**src/clkgen_defines.svh**
```systemverilog
// Bit positions, widths and reset values of the clock generator configuration space
`ifndef CLKGEN_DEFINES_SVH
`define CLKGEN_DEFINES_SVH

// ****************************************
// Configuration space
// ****************************************
`define CFG_BYTES 16
`define CFG_BITS 128
`define CFG_RESET 8'h00

// ****************************************
// PLL fields
// ****************************************
`define REF_A_LSB 0
`define REF_B_LSB 24
`define REF_C0_LSB 48
`define REF_C1_LSB 72
`define LOOP_A_LSB 8
`define LOOP_B_LSB 32
`define LOOP_C0_LSB 56
`define LOOP_C1_LSB 80
`define PUMP_A_BIT 19
`define PUMP_B_BIT 43
`define PUMP_C0_BIT 67
`define PUMP_C1_BIT 91
`define FILT_A_BIT 20
`define FILT_B_BIT 44
`define FILT_C0_BIT 68
`define FILT_C1_BIT 92
`define LOOP_OFF_A_BIT 21
`define LOOP_OFF_B_BIT 45
`define LOOP_OFF_C_BIT 69

// ****************************************
// Output path fields
// ****************************************
`define SRC_A_LSB 22
`define SRC_B_LSB 46
`define SRC_C0_LSB 70
`define SRC_C1_LSB 124
`define SRC_D0_LSB 94
`define SRC_D1_LSB 126
`define DIV_A_LSB 96
`define DIV_B_LSB 100
`define DIV_C0_LSB 104
`define DIV_D0_LSB 108
`define DIV_C1_LSB 112
`define DIV_D1_LSB 116
`define OUT_OFF_LSB 120

`endif

```
**src/clkgen_pkg.sv**
```systemverilog
// Types shared by the clock generator configuration decoder
package clkgen_pkg;
  typedef logic [7:0] ref_div_t;
  typedef logic [10:0] loop_div_t;
  typedef logic [3:0] div_code_t;
  typedef logic [5:0] modulus_t;
  typedef enum logic [1:0] {
    SRC_REF = 2'b00,
    SRC_PLL_A = 2'b01,
    SRC_PLL_B = 2'b10,
    SRC_PLL_C = 2'b11
  } source_t;
endpackage : clkgen_pkg

```
**src/config_store.sv**
```systemverilog
// Sixteen byte configuration store with registered read data
`timescale 1ns/1ps
`include "clkgen_defines.svh"
module config_store (
  // Clock and reset
  input wire logic clk,
  input wire logic resetn,
  // Byte access
  input wire logic wr,
  input wire logic [3:0] addr,
  input wire logic [7:0] wdata,
  output logic [7:0] rdata,
  // Whole space
  output logic [127:0] bits
);
  logic [7:0] mem_ff [`CFG_BYTES];
  logic [7:0] rdata_ff;

  genvar i;
  generate
    for (i = 0; i < `CFG_BYTES; i++) begin : g_byte
      // All bits clear at reset
      always_ff @(posedge clk or negedge resetn) begin
        if (!resetn) mem_ff[i] <= `CFG_RESET;
        else if (wr && addr == 4'(i)) mem_ff[i] <= wdata;
      end
      assign bits[8*i +: 8] = mem_ff[i];
    end
  endgenerate

  always_ff @(posedge clk or negedge resetn) begin
    if (!resetn) rdata_ff <= `CFG_RESET;
    else rdata_ff <= mem_ff[addr];
  end

  assign rdata = rdata_ff;
endmodule : config_store

```
**src/out_divider.sv**
```systemverilog
// Output post divider counting rising edges of the selected source
`timescale 1ns/1ps
module out_divider
  import clkgen_pkg::*;
(
  // Clock and reset
  input wire logic clk,
  input wire logic resetn,
  // Control
  input wire logic src_level,
  input wire div_code_t code,
  input wire logic off,
  // Divided clock
  output logic div_clk
);
  // Modulus table, code bit 3 most significant
  function automatic modulus_t modulus(input div_code_t c);
    unique case (c)
      4'h0: modulus = 6'd1;
      4'h1: modulus = 6'd2;
      4'h2: modulus = 6'd3;
      4'h3: modulus = 6'd4;
      4'h4: modulus = 6'd5;
      4'h5: modulus = 6'd6;
      4'h6: modulus = 6'd8;
      4'h7: modulus = 6'd9;
      4'h8: modulus = 6'd10;
      4'h9: modulus = 6'd12;
      4'ha: modulus = 6'd15;
      4'hb: modulus = 6'd16;
      4'hc: modulus = 6'd18;
      4'hd: modulus = 6'd20;
      4'he: modulus = 6'd25;
      4'hf: modulus = 6'd50;
    endcase
  endfunction : modulus

  div_code_t code_ff;
  logic [5:0] cnt_ff;
  logic src_ff;
  logic out_ff;
  modulus_t mod;
  logic [5:0] half;
  logic rise;
  logic code_change;
  logic [5:0] nxt_cnt;
  logic nxt_out;

  assign mod = modulus(code_ff);
  assign half = 6'((mod + 6'd1) >> 1);
  assign rise = src_level && !src_ff;
  assign code_change = code != code_ff;
  assign nxt_cnt = code_change ? 6'd0 :
                   !rise ? cnt_ff :
                   (cnt_ff == mod - 6'd1) ? 6'd0 : 6'(cnt_ff + 6'd1);
  assign nxt_out = off ? 1'b0 :
                   (mod == 6'd1) ? src_level : (nxt_cnt < half);

  always_ff @(posedge clk or negedge resetn) begin
    if (!resetn) begin
      code_ff <= 4'h0;
      cnt_ff <= 6'd0;
      src_ff <= 1'b0;
      out_ff <= 1'b0;
    end else begin
      code_ff <= code;
      cnt_ff <= off ? 6'd0 : nxt_cnt;
      src_ff <= src_level;
      out_ff <= nxt_out;
    end
  end

  assign div_clk = out_ff;
endmodule : out_divider

```
**src/clkgen_config.sv**
```systemverilog
// Configuration decoder of a three-loop clock generator with four output paths
`timescale 1ns/1ps
`include "clkgen_defines.svh"
module clkgen_config
  import clkgen_pkg::*;
(
  // Clock and reset
  input wire logic clk,
  input wire logic resetn,
  // Configuration byte port from the serial interface
  input wire logic cfg_wr,
  input wire logic [3:0] cfg_addr,
  input wire logic [7:0] cfg_wdata,
  output logic [7:0] cfg_rdata,
  // Pins
  input wire logic set_select_pin,
  input wire logic shutdown_input_pin,
  // Source clock levels: reference, loop A, loop B, loop C
  input wire logic [3:0] src_level,
  // Loop A settings
  output ref_div_t ref_divide_a,
  output logic [2:0] a_count_a,
  output logic [7:0] m_count_a,
  output logic filter_long_a,
  output logic pump_high_a,
  output logic loop_a_off,
  // Loop B settings
  output ref_div_t ref_divide_b,
  output logic [2:0] a_count_b,
  output logic [7:0] m_count_b,
  output logic filter_long_b,
  output logic pump_high_b,
  output logic loop_b_off,
  // Loop C settings, all but loop_c_off chosen by the select pin
  output ref_div_t ref_divide_c,
  output logic [2:0] a_count_c,
  output logic [7:0] m_count_c,
  output logic filter_long_c,
  output logic pump_high_c,
  output logic loop_c_off,
  // Output paths A to D
  output logic [1:0] path_a_source,
  output logic [1:0] path_b_source,
  output logic [1:0] path_c_source,
  output logic [1:0] path_d_source,
  output logic [3:0] out_off,
  output logic [3:0] out_clk
);

  // ****************************************
  // Configuration space
  // ****************************************
  logic [127:0] cfg;

  config_store u_store (
    .clk(clk),
    .resetn(resetn),
    .wr(cfg_wr),
    .addr(cfg_addr),
    .wdata(cfg_wdata),
    .rdata(cfg_rdata),
    .bits(cfg)
  );

  // ****************************************
  // Pin synchronisers
  // ****************************************
  logic [1:0] s1_ff;
  logic [1:0] s2_ff;
  logic [1:0] s3_ff;
  logic [1:0] pin_ff;
  logic [1:0] pin_raw;
  logic [1:0] pin_agree;
  logic [1:0] nxt_pin;

  assign pin_raw = {shutdown_input_pin, set_select_pin};
  assign pin_agree = ~(s2_ff ^ s3_ff);
  assign nxt_pin = (pin_agree & s3_ff) | (~pin_agree & pin_ff);

  always_ff @(posedge clk or negedge resetn) begin
    if (!resetn) begin
      s1_ff <= 2'b00;
      s2_ff <= 2'b00;
      s3_ff <= 2'b00;
      pin_ff <= 2'b00;
    end else begin
      s1_ff <= pin_raw;
      s2_ff <= s1_ff;
      s3_ff <= s2_ff;
      pin_ff <= nxt_pin;
    end
  end

  logic set_sel;
  logic shutdown;

  assign set_sel = pin_ff[0];
  assign shutdown = pin_ff[1];

  // ****************************************
  // Stored fields
  // ****************************************
  ref_div_t ref_divide_c_set0;
  ref_div_t ref_divide_c_set1;
  loop_div_t loop_divide_a;
  loop_div_t loop_divide_b;
  loop_div_t loop_divide_c_set0;
  loop_div_t loop_divide_c_set1;
  div_code_t out_divide_a;
  div_code_t out_divide_b;
  div_code_t out_divide_c_set0;
  div_code_t out_divide_c_set1;
  div_code_t out_divide_d_set0;
  div_code_t out_divide_d_set1;
  logic [1:0] path_c_source_set0;
  logic [1:0] path_c_source_set1;
  logic [1:0] path_d_source_set0;
  logic [1:0] path_d_source_set1;
  logic loop_a_shutdown_enable;
  logic loop_b_shutdown_enable;
  logic loop_c_shutdown_enable;
  logic [3:0] out_divider_shutdown_enable;
  logic filter_time_a;
  logic filter_time_b;
  logic filter_time_c_set0;
  logic filter_time_c_set1;
  logic pump_current_a;
  logic pump_current_b;
  logic pump_current_c_set0;
  logic pump_current_c_set1;
  logic [1:0] path_a_field;
  logic [1:0] path_b_field;

  assign ref_divide_c_set0 = cfg[`REF_C0_LSB +: 8];
  assign ref_divide_c_set1 = cfg[`REF_C1_LSB +: 8];
  assign loop_divide_a = cfg[`LOOP_A_LSB +: 11];
  assign loop_divide_b = cfg[`LOOP_B_LSB +: 11];
  assign loop_divide_c_set0 = cfg[`LOOP_C0_LSB +: 11];
  assign loop_divide_c_set1 = cfg[`LOOP_C1_LSB +: 11];
  assign out_divide_a = cfg[`DIV_A_LSB +: 4];
  assign out_divide_b = cfg[`DIV_B_LSB +: 4];
  assign out_divide_c_set0 = cfg[`DIV_C0_LSB +: 4];
  assign out_divide_d_set0 = cfg[`DIV_D0_LSB +: 4];
  assign out_divide_c_set1 = cfg[`DIV_C1_LSB +: 4];
  assign out_divide_d_set1 = cfg[`DIV_D1_LSB +: 4];
  assign path_c_source_set0 = cfg[`SRC_C0_LSB +: 2];
  assign path_c_source_set1 = cfg[`SRC_C1_LSB +: 2];
  assign path_d_source_set0 = cfg[`SRC_D0_LSB +: 2];
  assign path_d_source_set1 = cfg[`SRC_D1_LSB +: 2];
  assign loop_a_shutdown_enable = cfg[`LOOP_OFF_A_BIT];
  assign loop_b_shutdown_enable = cfg[`LOOP_OFF_B_BIT];
  assign loop_c_shutdown_enable = cfg[`LOOP_OFF_C_BIT];
  assign out_divider_shutdown_enable = cfg[`OUT_OFF_LSB +: 4];
  assign filter_time_a = cfg[`FILT_A_BIT];
  assign filter_time_b = cfg[`FILT_B_BIT];
  assign filter_time_c_set0 = cfg[`FILT_C0_BIT];
  assign filter_time_c_set1 = cfg[`FILT_C1_BIT];
  assign pump_current_a = cfg[`PUMP_A_BIT];
  assign pump_current_b = cfg[`PUMP_B_BIT];
  assign pump_current_c_set0 = cfg[`PUMP_C0_BIT];
  assign pump_current_c_set1 = cfg[`PUMP_C1_BIT];
  assign path_a_field = cfg[`SRC_A_LSB +: 2];
  assign path_b_field = cfg[`SRC_B_LSB +: 2];

  // ****************************************
  // Set selection for loop C and paths C, D
  // ****************************************
  ref_div_t sel_ref_c;
  loop_div_t sel_loop_c;
  logic sel_filt_c;
  logic sel_pump_c;
  div_code_t sel_div_c;
  div_code_t sel_div_d;
  logic [1:0] sel_src_c;
  logic [1:0] sel_src_d;

  assign sel_ref_c = set_sel ? ref_divide_c_set1 : ref_divide_c_set0;
  assign sel_loop_c = set_sel ? loop_divide_c_set1 : loop_divide_c_set0;
  assign sel_filt_c = set_sel ? filter_time_c_set1 : filter_time_c_set0;
  assign sel_pump_c = set_sel ? pump_current_c_set1 : pump_current_c_set0;
  assign sel_div_c = set_sel ? out_divide_c_set1 : out_divide_c_set0;
  assign sel_div_d = set_sel ? out_divide_d_set1 : out_divide_d_set0;
  assign sel_src_c = set_sel ? path_c_source_set1 : path_c_source_set0;
  assign sel_src_d = set_sel ? path_d_source_set1 : path_d_source_set0;

  // ****************************************
  // Shutdown gating
  // ****************************************
  logic [2:0] nxt_loop_off;
  logic [3:0] nxt_out_off;

  assign nxt_loop_off = {3{shutdown}} & {loop_c_shutdown_enable,
                                         loop_b_shutdown_enable,
                                         loop_a_shutdown_enable};
  assign nxt_out_off = {4{shutdown}} & out_divider_shutdown_enable;

  // ****************************************
  // Registered loop settings
  // ****************************************
  // Loop fields pass straight through; the analog loop slews to the new value
  ref_div_t ref_a_ff;
  ref_div_t ref_b_ff;
  ref_div_t ref_c_ff;
  loop_div_t loop_a_ff;
  loop_div_t loop_b_ff;
  loop_div_t loop_c_ff;
  logic [2:0] filt_ff;
  logic [2:0] pump_ff;
  logic [2:0] loop_off_ff;
  logic [2:0] nxt_filt;
  logic [2:0] nxt_pump;

  assign nxt_filt = {sel_filt_c, filter_time_b, filter_time_a};
  assign nxt_pump = {sel_pump_c, pump_current_b, pump_current_a};

  always_ff @(posedge clk or negedge resetn) begin
    if (!resetn) begin
      ref_a_ff <= 8'h00;
      loop_a_ff <= 11'h000;
    end else begin
      ref_a_ff <= cfg[`REF_A_LSB +: 8];
      loop_a_ff <= loop_divide_a;
    end
  end

  always_ff @(posedge clk or negedge resetn) begin
    if (!resetn) begin
      ref_b_ff <= 8'h00;
      loop_b_ff <= 11'h000;
    end else begin
      ref_b_ff <= cfg[`REF_B_LSB +: 8];
      loop_b_ff <= loop_divide_b;
    end
  end

  always_ff @(posedge clk or negedge resetn) begin
    if (!resetn) begin
      ref_c_ff <= 8'h00;
      loop_c_ff <= 11'h000;
    end else begin
      ref_c_ff <= sel_ref_c;
      loop_c_ff <= sel_loop_c;
    end
  end

  always_ff @(posedge clk or negedge resetn) begin
    if (!resetn) begin
      filt_ff <= 3'h0;
      pump_ff <= 3'h0;
      loop_off_ff <= 3'h0;
    end else begin
      filt_ff <= nxt_filt;
      pump_ff <= nxt_pump;
      loop_off_ff <= nxt_loop_off;
    end
  end

  assign ref_divide_a = ref_a_ff;
  assign ref_divide_b = ref_b_ff;
  assign ref_divide_c = ref_c_ff;
  assign a_count_a = loop_a_ff[2:0];
  assign m_count_a = loop_a_ff[10:3];
  assign a_count_b = loop_b_ff[2:0];
  assign m_count_b = loop_b_ff[10:3];
  assign a_count_c = loop_c_ff[2:0];
  assign m_count_c = loop_c_ff[10:3];
  assign filter_long_a = filt_ff[0];
  assign filter_long_b = filt_ff[1];
  assign filter_long_c = filt_ff[2];
  assign pump_high_a = pump_ff[0];
  assign pump_high_b = pump_ff[1];
  assign pump_high_c = pump_ff[2];
  assign loop_a_off = loop_off_ff[0];
  assign loop_b_off = loop_off_ff[1];
  assign loop_c_off = loop_off_ff[2];

  // ****************************************
  // Output paths
  // ****************************************
  logic [1:0] path_src [4];
  div_code_t path_code [4];
  logic [7:0] src_ff;
  logic [3:0] out_off_ff;

  assign path_src[0] = path_a_field;
  assign path_src[1] = path_b_field;
  assign path_src[2] = sel_src_c;
  assign path_src[3] = sel_src_d;
  assign path_code[0] = out_divide_a;
  assign path_code[1] = out_divide_b;
  assign path_code[2] = sel_div_c;
  assign path_code[3] = sel_div_d;

  always_ff @(posedge clk or negedge resetn) begin
    if (!resetn) begin
      src_ff <= 8'h00;
      out_off_ff <= 4'h0;
    end else begin
      src_ff <= {path_src[3], path_src[2], path_src[1], path_src[0]};
      out_off_ff <= nxt_out_off;
    end
  end

  assign path_a_source = src_ff[1:0];
  assign path_b_source = src_ff[3:2];
  assign path_c_source = src_ff[5:4];
  assign path_d_source = src_ff[7:6];
  assign out_off = out_off_ff;

  genvar p;
  generate
    for (p = 0; p < 4; p++) begin : g_path
      logic chosen;

      // Source switch is immediate and may glitch the output
      assign chosen = src_level[path_src[p]];

      out_divider u_div (
        .clk(clk),
        .resetn(resetn),
        .src_level(chosen),
        .code(path_code[p]),
        .off(nxt_out_off[p]),
        .div_clk(out_clk[p])
      );
    end
  endgenerate

endmodule : clkgen_config

```
**config.mk**
```make
export PLATFORM = sky130hd
export DESIGN_NAME = clkgen_config
export DESIGN_NICKNAME = d
export VERILOG_FILES = /design/src/clkgen_pkg.sv /design/src/config_store.sv /design/src/out_divider.sv /design/src/clkgen_config.sv
export VERILOG_INCLUDE_DIRS = /design/src
export SDC_FILE = /design/constraint.sdc
export NUM_CORES = 1
export LEC_CHECK = 0
export ABC_AREA = 1
export BUFFER_PORTS_ARGS = -buffer_cell sky130_fd_sc_hd__buf_2
export CAP_MARGIN = 5
export CELL_PAD_IN_SITES_DETAIL_PLACEMENT = 0
export CELL_PAD_IN_SITES_GLOBAL_PLACEMENT = 1
export CORE_MARGIN = 3
export CORE_UTILIZATION = 30
export CTS_CLUSTER_SIZE = 20
export DETAILED_ROUTE_END_ITERATION = 10
export HOLD_SLACK_MARGIN = 0.02
export PLACE_DENSITY_LB_ADDON = 0.05
export SETUP_SLACK_MARGIN = 0.5
export SLEW_MARGIN = 10
export SYNTH_ARGS = -nofsm -noshare
export SYNTH_HDL_FRONTEND = slang
export SYNTH_SLANG_ARGS = --single-unit
```
**constraint.sdc**
```tcl
create_clock -name clk -period 5 [get_ports clk]
set_clock_uncertainty 0.1 [all_clocks]
set_input_delay 0.75 -clock clk [delete_from_list [all_inputs] [get_ports clk]]
set_output_delay 0.75 -clock clk [all_outputs]
set_load 0.03 [all_outputs]
```
==> Yosys cells after proc, flatten, opt, wreduce, memory -nomap -nowiden <==
Memories as Yosys holds them, arrays and structs flattened.
Index checks and enable logic that the tools add are counted.
{ "op_classes": {"addsub": 12, "mul": 0, "n_div": 0, "order_cmp": 9, "n_eq_ne": 27, "n_shift": 0, "mux": 43, "bitwise": 9, "n_reduce_logical": 25} }
{ "ops": {"columns": ["operator", "n"], "rows": [
  ["two-way mux 6 bit", 16],
  ["adder 6 x 1 -> 6 bit, second input constant", 8],
  ["binary-select mux 8 bit (select 4 bit)", 1],
  ["== test 4 bit, second input constant", 8],
  ["== test 6 x 1 -> 1 bit, second input constant", 4],
  ["== test 6 bit", 4],
  ["< comparator 6 x 5 -> 1 bit", 4],
  ["two-way mux 8 bit", 3],
  ["subtractor 6 x 1 -> 6 bit, second input constant", 4],
  ["logical AND 1 bit", 20],
  ["== test 4 x 3 -> 1 bit, second input constant", 4],
  ["!= test 4 bit", 4],
  ["two-way mux 1 bit", 14],
  ["< comparator 2 x 3 -> 1 bit, second input constant", 4],
  ["two-way mux 11 bit", 1],
  ["binary-select mux 1 bit (select 2 bit)", 4],
  ["== test 4 x 2 -> 1 bit, second input constant", 2],
  ["two-way mux 4 bit", 2],
  ["greater-or-equal comparator 5 bit, second input constant", 1],
  ["inverter 4 -> 5 bit", 1],
  ["AND 2 bit", 2],
  ["AND 4 bit", 1],
  ["== test 4 x 1 -> 1 bit, second input constant", 1],
  ["logical NOT 1 bit", 4],
  ["6 further kinds", 8]
]} }
{ "totals": {"register_bits": 270, "latchBits": 0, "mem_bits_rw": 0, "romBits": 384, "inputBits": 21, "memories": 4} }
{ "mem_list": {"columns": ["memory", "depth", "width", "read_ports", "rd_clocked_by_memory_dff", "wr", "line_no", "text"], "rows": [
  ["(name not given)", 16, 6, 1, 0, 0, "out_divider.sv:18", "unique case (c)"],
  ["(name not given)", 16, 6, 1, 0, 0, "out_divider.sv:18", null],
  ["(name not given)", 16, 6, 1, 0, 0, "out_divider.sv:18", null],
  ["(name not given)", 16, 6, 1, 0, 0, "out_divider.sv:18", null]
]} }

==> Depth between registers and ports, before layout <==
{ "logic_depth": {"depth_word": 9, "ltp_mapped": 25, "mapped_depth_nobuf": 25} }

==> Modules after synthesis <==
A second synthesis with hierarchy kept.
{ "unflattened": {"hier_cells": 1804, "hier_area_um2": 13927.1} }
{ "by_module_without_submodules": {"columns": ["mod", "instances", "cells_per_inst", "area_per_inst_um2", "seq_area_each_um2"], "rows": [
  ["config_store", 1, 838, 6252.2, 3403.3],
  ["clkgen_config", 1, 249, 2835.2, 2152.1],
  ["out_divider (g_path[1].u_div)", 1, 178, 1217.4, 300.3],
  ["out_divider (g_path[0].u_div)", 1, 179, 1214.9, 300.3],
  ["out_divider (g_path[3].u_div)", 1, 180, 1206.2, 300.3],
  ["out_divider (g_path[2].u_div)", 1, 180, 1201.2, 300.3]
]} }

==> Worst setup path after synthesis <==
OpenSTA, ideal clock, no wires.
{ "synth_path": {"path_kind": "register to register", "start": "register g_path[2].u_div.code_ff[0]", "end": "register g_path[2].u_div.out_ff", "setup_ps": 77, "arrival_ps": 2768, "required_time_ps": 4823, "path_slack_ps": 2054, "stages_incl_launch_ff": 23, "path_buffers": 0, "period_less_slack_ps": 2946, "path_cell_list": "dfrtp_1 inv_1 ha_1 nand2_1 nand3_1 nand2_2 ha_1 nand3_1 nor2_1 nand2_1 nand2_1 nand3_2 nor2_2 nor2_4 inv_2 nor2_1 ha_1 a21oi_1 nor2_1 nor2_1 and2_1 nand2_1 a21oi_1"} }
{ "synth_via": {"elab_chain_cells": 9, "elab_cells_between_ends": 12} }
{ "synth_rtl": {"columns": ["element", "line_no", "text"], "rows": [
  ["from (decl)", "out_divider.sv:38", "div_code_t code_ff;"],
  ["from (signal assigned)", "out_divider.sv:66", "code_ff <= code;"],
  ["memory read (16 x 6 bit)", null, null],
  ["subtractor 6 x 1 -> 6 bit", "out_divider.sv:55", "(cnt_ff == mod - 6'd1) ? 6'd0 : 6'(cnt_ff + 6'd1);"],
  ["== test 6 bit", "out_divider.sv:55", null],
  ["two-way mux 6 bit", "out_divider.sv:55", null],
  ["two-way mux 6 bit", "out_divider.sv:54", "!rise ? cnt_ff :"],
  ["two-way mux 6 bit", "out_divider.sv:53", "assign nxt_cnt = code_change ? 6'd0 :"],
  ["< comparator 6 x 5 -> 1 bit", "out_divider.sv:57", "(mod == 6'd1) ? src_level : (nxt_cnt < half);"],
  ["two-way mux 1 bit (*)", "out_divider.sv:57", null],
  ["two-way mux 1 bit (*)", "out_divider.sv:56", "assign nxt_out = off ? 1'b0 :"],
  ["net g_path[2].u_div.nxt_out", "out_divider.sv:47", "logic nxt_out;"],
  ["to (signal assigned)", "out_divider.sv:69", "out_ff <= nxt_out;"],
  ["to (decl)", "out_divider.sv:41", "logic out_ff;"]
]} }
Mark *: on every way through the listed nets, which the timed path passes. The rest lies on a longest branch.
A chain may end at the register's enable or synchronous reset.

==> Worst setup path in the final report <==
{ "layout_path": {"start": "register g_path[3].u_div.code_ff[0]", "end": "register g_path[3].u_div.out_ff"} }
{ "layout_via": {"elab_chain_cells": 9, "elab_cells_between_ends": 12} }
{ "layout_rtl": {"columns": ["element", "line_no"], "rows": [
  ["from (decl)", "out_divider.sv:38"],
  ["from (signal assigned)", "out_divider.sv:66"],
  ["memory read (16 x 6 bit)", null],
  ["subtractor 6 x 1 -> 6 bit", "out_divider.sv:55"],
  ["== test 6 bit", "out_divider.sv:55"],
  ["two-way mux 6 bit", "out_divider.sv:55"],
  ["two-way mux 6 bit", "out_divider.sv:54"],
  ["two-way mux 6 bit", "out_divider.sv:53"],
  ["< comparator 6 x 5 -> 1 bit", "out_divider.sv:57"],
  ["two-way mux 1 bit (*)", "out_divider.sv:57"],
  ["two-way mux 1 bit (*)", "out_divider.sv:56"],
  ["net g_path[3].u_div.nxt_out", "out_divider.sv:47"],
  ["to (signal assigned)", "out_divider.sv:69"],
  ["to (decl)", "out_divider.sv:41"]
]} }
Marked as above.

==> results.env <==
P_INT_uW=4830
CRITICAL-PATH-TOP-CELL-BY-COUNT='nand2_1'
GRT.OVERFLOW.TOTAL=0
CTS_NUM_SINKS=270
CLK-INSERTION-DELAY-LATE_NS=0.54
SHARE_COMB_OF_TOTAL_POWER_PCT=28.8
CLK_PATH_BUF_DEPTH=3
HOLD_BUFFERS=0
DP_SLACK_NS=1.53
P_SEQ_SHARE_PCT=38.0
HOLD_VIOL=0
PLACEMENT.IO_BUFFERS=110
VDD_IR_DROP_MAX_uV=239
SYNTH_AREA_MM2=0.0133
CLOCK_TREE_FROM_TRITONCTS='built'
SLOWEST_STAGE='dfrtp_1'
FIRST_PASS_DETAILED_ROUTE_ITERATION_TOTAL=5
DIE_W_UM=216
SYNTH.DISTINCT_CELLS=44
GRT_SETUP_UNREPAIRED='no'
CRITPATHREQUIREDTIME_NS=5.36
BUFFER_COUNT_FROM_POST_CTS_SETUP_FIXING=0
LAYOUT.AREA.SEQ_MM2=0.00676
FINALWEIGHTEDCONGESTION=0.830
YS_FF_LATCH=270
GROUTE.LAYER.MET2.USAGE_PCT=30.1
ENDPOINT_KIND='register'
POST_CTS_RESIZED=0
TIMING_MAX_TRANSITION_VIOLATIONS_FINAL=0
YOSYS-TOP-CELLS-AREA='dfrtp_1 51%, nand2_1 12%, o21ai_0 8.5%'
DETAILED_PLACE_HPWL_UM=31900
COUNT_OF_FLIP_FLOPS_WITH_A_BUILT_IN_ENABLE_AFTER_SYNTHESIS=0
PWR_DENSITY_CELL_mW_PER_MM2=493
CAP_VIOLATIONS=0
DR_TOTAL_VIAS=10800
TIMING.FMAX_MHz=296
FLOORPLAN.INITIALDENSITY_PCT=30.6
SYNTH_TOP_AREA_CELL='dfrtp_1'
TOTAL_LEAKAGE_POWER_uW=0.00775
START_KIND='register'
POSTSYNTHCELLCOUNT=1611
CTS.ROOT.BUFFER_CELL='clkbuf_16'
IO_PINS=111
SYNTH-SEQ-AREA-SHARE_PCT=51.0
FINAL_MIN_PERIOD_OVER_CLOCK_PERIOD_PCT=67.5
CORE.ROWCOUNT=76
DIEHEIGHT_UM=216
DRT-TOTAL-WL_UM=43300
GR_MET1_DEMAND_RESOURCE_PCT=26.4
CLK_TRANSITION_REPORTED_PATHS_NS=0.06
CTS_H_TREE_LVLS=2
TIMING.MAX_SLEW.REL_SLACK_PCT=38.3
POSTSYNTH.TOPFLOPCELL='dfrtp_1'
GRT_PASS1_WL_UM=67400
SYNTH.AVG_CELL_AREA_UM2=8.23
SW_FRAC_OF_TOTAL_PCT=37.0
FIRST_ITER_VIOLATIONS=768
ANTENNADIODECOUNT=0
CRITPATHMAXFANOUT=6
SETUP_VIOL=0
DRT.ANTENNA.VIOLATING_NETS=0
SYNTH.YOSYS.WARNINGS=0
TIMING.SETUP.CRITICAL_PATH_CLASS='reg2reg'
GLOBALROUTE.BUSIESTLAYER='met2'
SYNTH_FP_NETS=1676
NUMBER_OF_GLOBAL_ROUTE_VIAS_BEFORE_REPAIR=11000
FINAL_UTIL_PCT=35.9
LAYOUT.NETS=1786
POSTSYNTH.ASYNCRESETSHARE_PCT=100
MET3_USAGE_PCT=2.85
CRIT_PATH_MAX_INCR_DELAY_NS=0.40
LARGEST_NET_DEGREE_AT_THE_START_OF_GLOBAL_ROUTING=81
MIN-DELAY-PATH-CLASS='in2async'
NETLIST.AREA_LEADER.SHARE_PCT=51.0
MULTI_INPUT_LOGIC_AREA_MM2=0.00548
CTS_INSERTED_BUFFERS=35
DRIVE_GT1_SHARE_PCT=12.7
RUN_STATUS='finished, final reports clean'
CLOCKPOWERSHARE_PCT=33.2
FILLERS=4608
POST-ROUTE-DRC-COUNT=0
CORE_MM2=0.0434
FLOORPLAN.DIE_AREA_MM2=0.0467
CRIT_PATH_CELL_TRACE='inv_1, ha_1, nand2_1, nand3_1, nand2_1, ha_1, nand3_1, o21ai_0, nand3_1, nor2_1, nand2_1, nand3_1, inv_1, ha_1, a21o_1, a21oi_1, nand2_1, inv_1, nand2_1, a21oi_1'
MAX_SLEW.WORST_PIN.SLEW_NS=0.922
FINAL.SETUP.WORST_SLACK_NS=1.62
GRT_ANTENNA_BEFORE_REPAIR=1
POWER_SWITCHING_uW=2840
FINALSETUPTNS_NS=0
WORST-R2R-CELL-COUNT=20
WL_PER_CELL_UM=18.6
SYNTHTOLAYOUTAREAGROWTH_PCT=17.4
FIN_CRIT_NS=3.38
WORST_EP_ARRIVAL_TIME_NS=3.73
GRTUSAGETOTAL_PCT=18.7
AVGVIACOUNTPERCELL=4.66
registers in the layout, indices dropped and copies added (netlist names), 8 cells and up, named ones only:
| signal | flops |
|---|---|
| loop_b_ff | 11 |
| ref_divide_b | 8 |
| loop_c_ff | 11 |
| g_path.u_div.cnt_ff | 24 |
| src_ff | 8 |
| loop_a_ff | 11 |
| u_store.bits | 128 |
| ref_divide_a | 8 |
| u_store.rdata | 8 |
| g_path.u_div.code_ff | 16 |
| ref_divide_c | 8 |
per-layer routing:
metal  vias to the layer above  wire length (um)
li1                       5380                 -
met1                      5204             20900
met2                       204             19800
met3                        57              1670
met4                         0               923
met5                         -                 0
cell families (layout without fill, tap and decap cells):
kind of cell / count (synthesis) / after routing / share of synthesized area [%]
fa+ha+maj: 46 / 46 / 4.31
flops: 270 / 270 / 51.0
compound gates: 281 / 281 / 11.2
buf+inv: 259 / 390 / 7.68
simple gates: 711 / 711 / 22.9
xor+xnor: 44 / 44 / 2.91
final cells by class:
type                       instances  area share [%]
inverter                         211            5.10
timing repair buffer             121            4.21
sequential                       270            43.4
tap                              585            4.70
multi-input combinational       1082            35.2
clock inverter                    14            1.26
clock buffer                      44            6.11
critical path: cells and delay by family, from the launching register on:
kind / cells / cell delay (ns)
AND/OR/NAND/NOR: 10 / 1.21
buffers and inverters: 3 / 0.22
AO/OA/AOI/OAI: 4 / 0.55
flip-flops: 1 / 0.40
adder cells (fa/ha/maj): 3 / 0.83
power groups by stage:
stage / Clock [uW] / Combinational [uW] / Sequential [uW]
finish: 2550 / 2210 / 2920
global placement: 0 / 2250 / 2960
global route: 2710 / 2510 / 2980
floorplan: 0 / 1330 / 3110
CTS: 2630 / 2240 / 2930
detailed placement: 0 / 2230 / 2960
cell usage after synthesis (14+ instances only):
cell type / count
nand2_1: 437
dfrtp_1: 270
o21ai_0: 225
inv_1: 196
nand3_1: 113
nor2_1: 85
ha_1: 44
xor2_1: 34
clkbuf_1: 32
nand4_1: 16
o22ai_1: 15
inv_2: 14
placed cells by master (no fill, tap or decap), types with 14 or more instances in the layout:
master,instances
buf_2,109
clkbuf_16,36
dfrtp_1,269
ha_1,44
inv_1,196
inv_2,14
nand2_1,437
nand3_1,113
nand4_1,16
nor2_1,85
o21ai_0,225
o22ai_1,15
xor2_1,34
path summary, 6_finish.rpt:
check | start | slack, ns | endpoint
worst max-delay path | g_path[3].u_div.code_ff[0] | 1.62 | g_path[3].u_div.div_clk
worst min-delay path | resetn | 0.08 | g_path[2].u_div.cnt_ff[2]
worst max register to register | g_path[3].u_div.code_ff[0] | 1.62 | g_path[3].u_div.div_clk
worst min register to register | s1_ff[1] | 0.25 | s2_ff[1]
max in group asynchronous | resetn | 3.67 | u_store.bits[65]
min in group clk | set_select_pin | 0.22 | s1_ff[0]
metrics by stage:
stage / instances / area, um2 / total power (uW) / hold slack, ns
after floorplan: 1611 / 13300 / 4440 / 0.231
after global placement: 2269 / 14400 / 5200 / 0.241
after detailed placement: 2269 / 14400 / 5190 / 0.242
after CTS: 2327 / 15600 / 7800 / 0.0963
after global routing: 2327 / 15600 / 8200 / 0.118
final: 2327 / 15600 / 7670 / 0.0845
(Power assumes the default switching activity.)
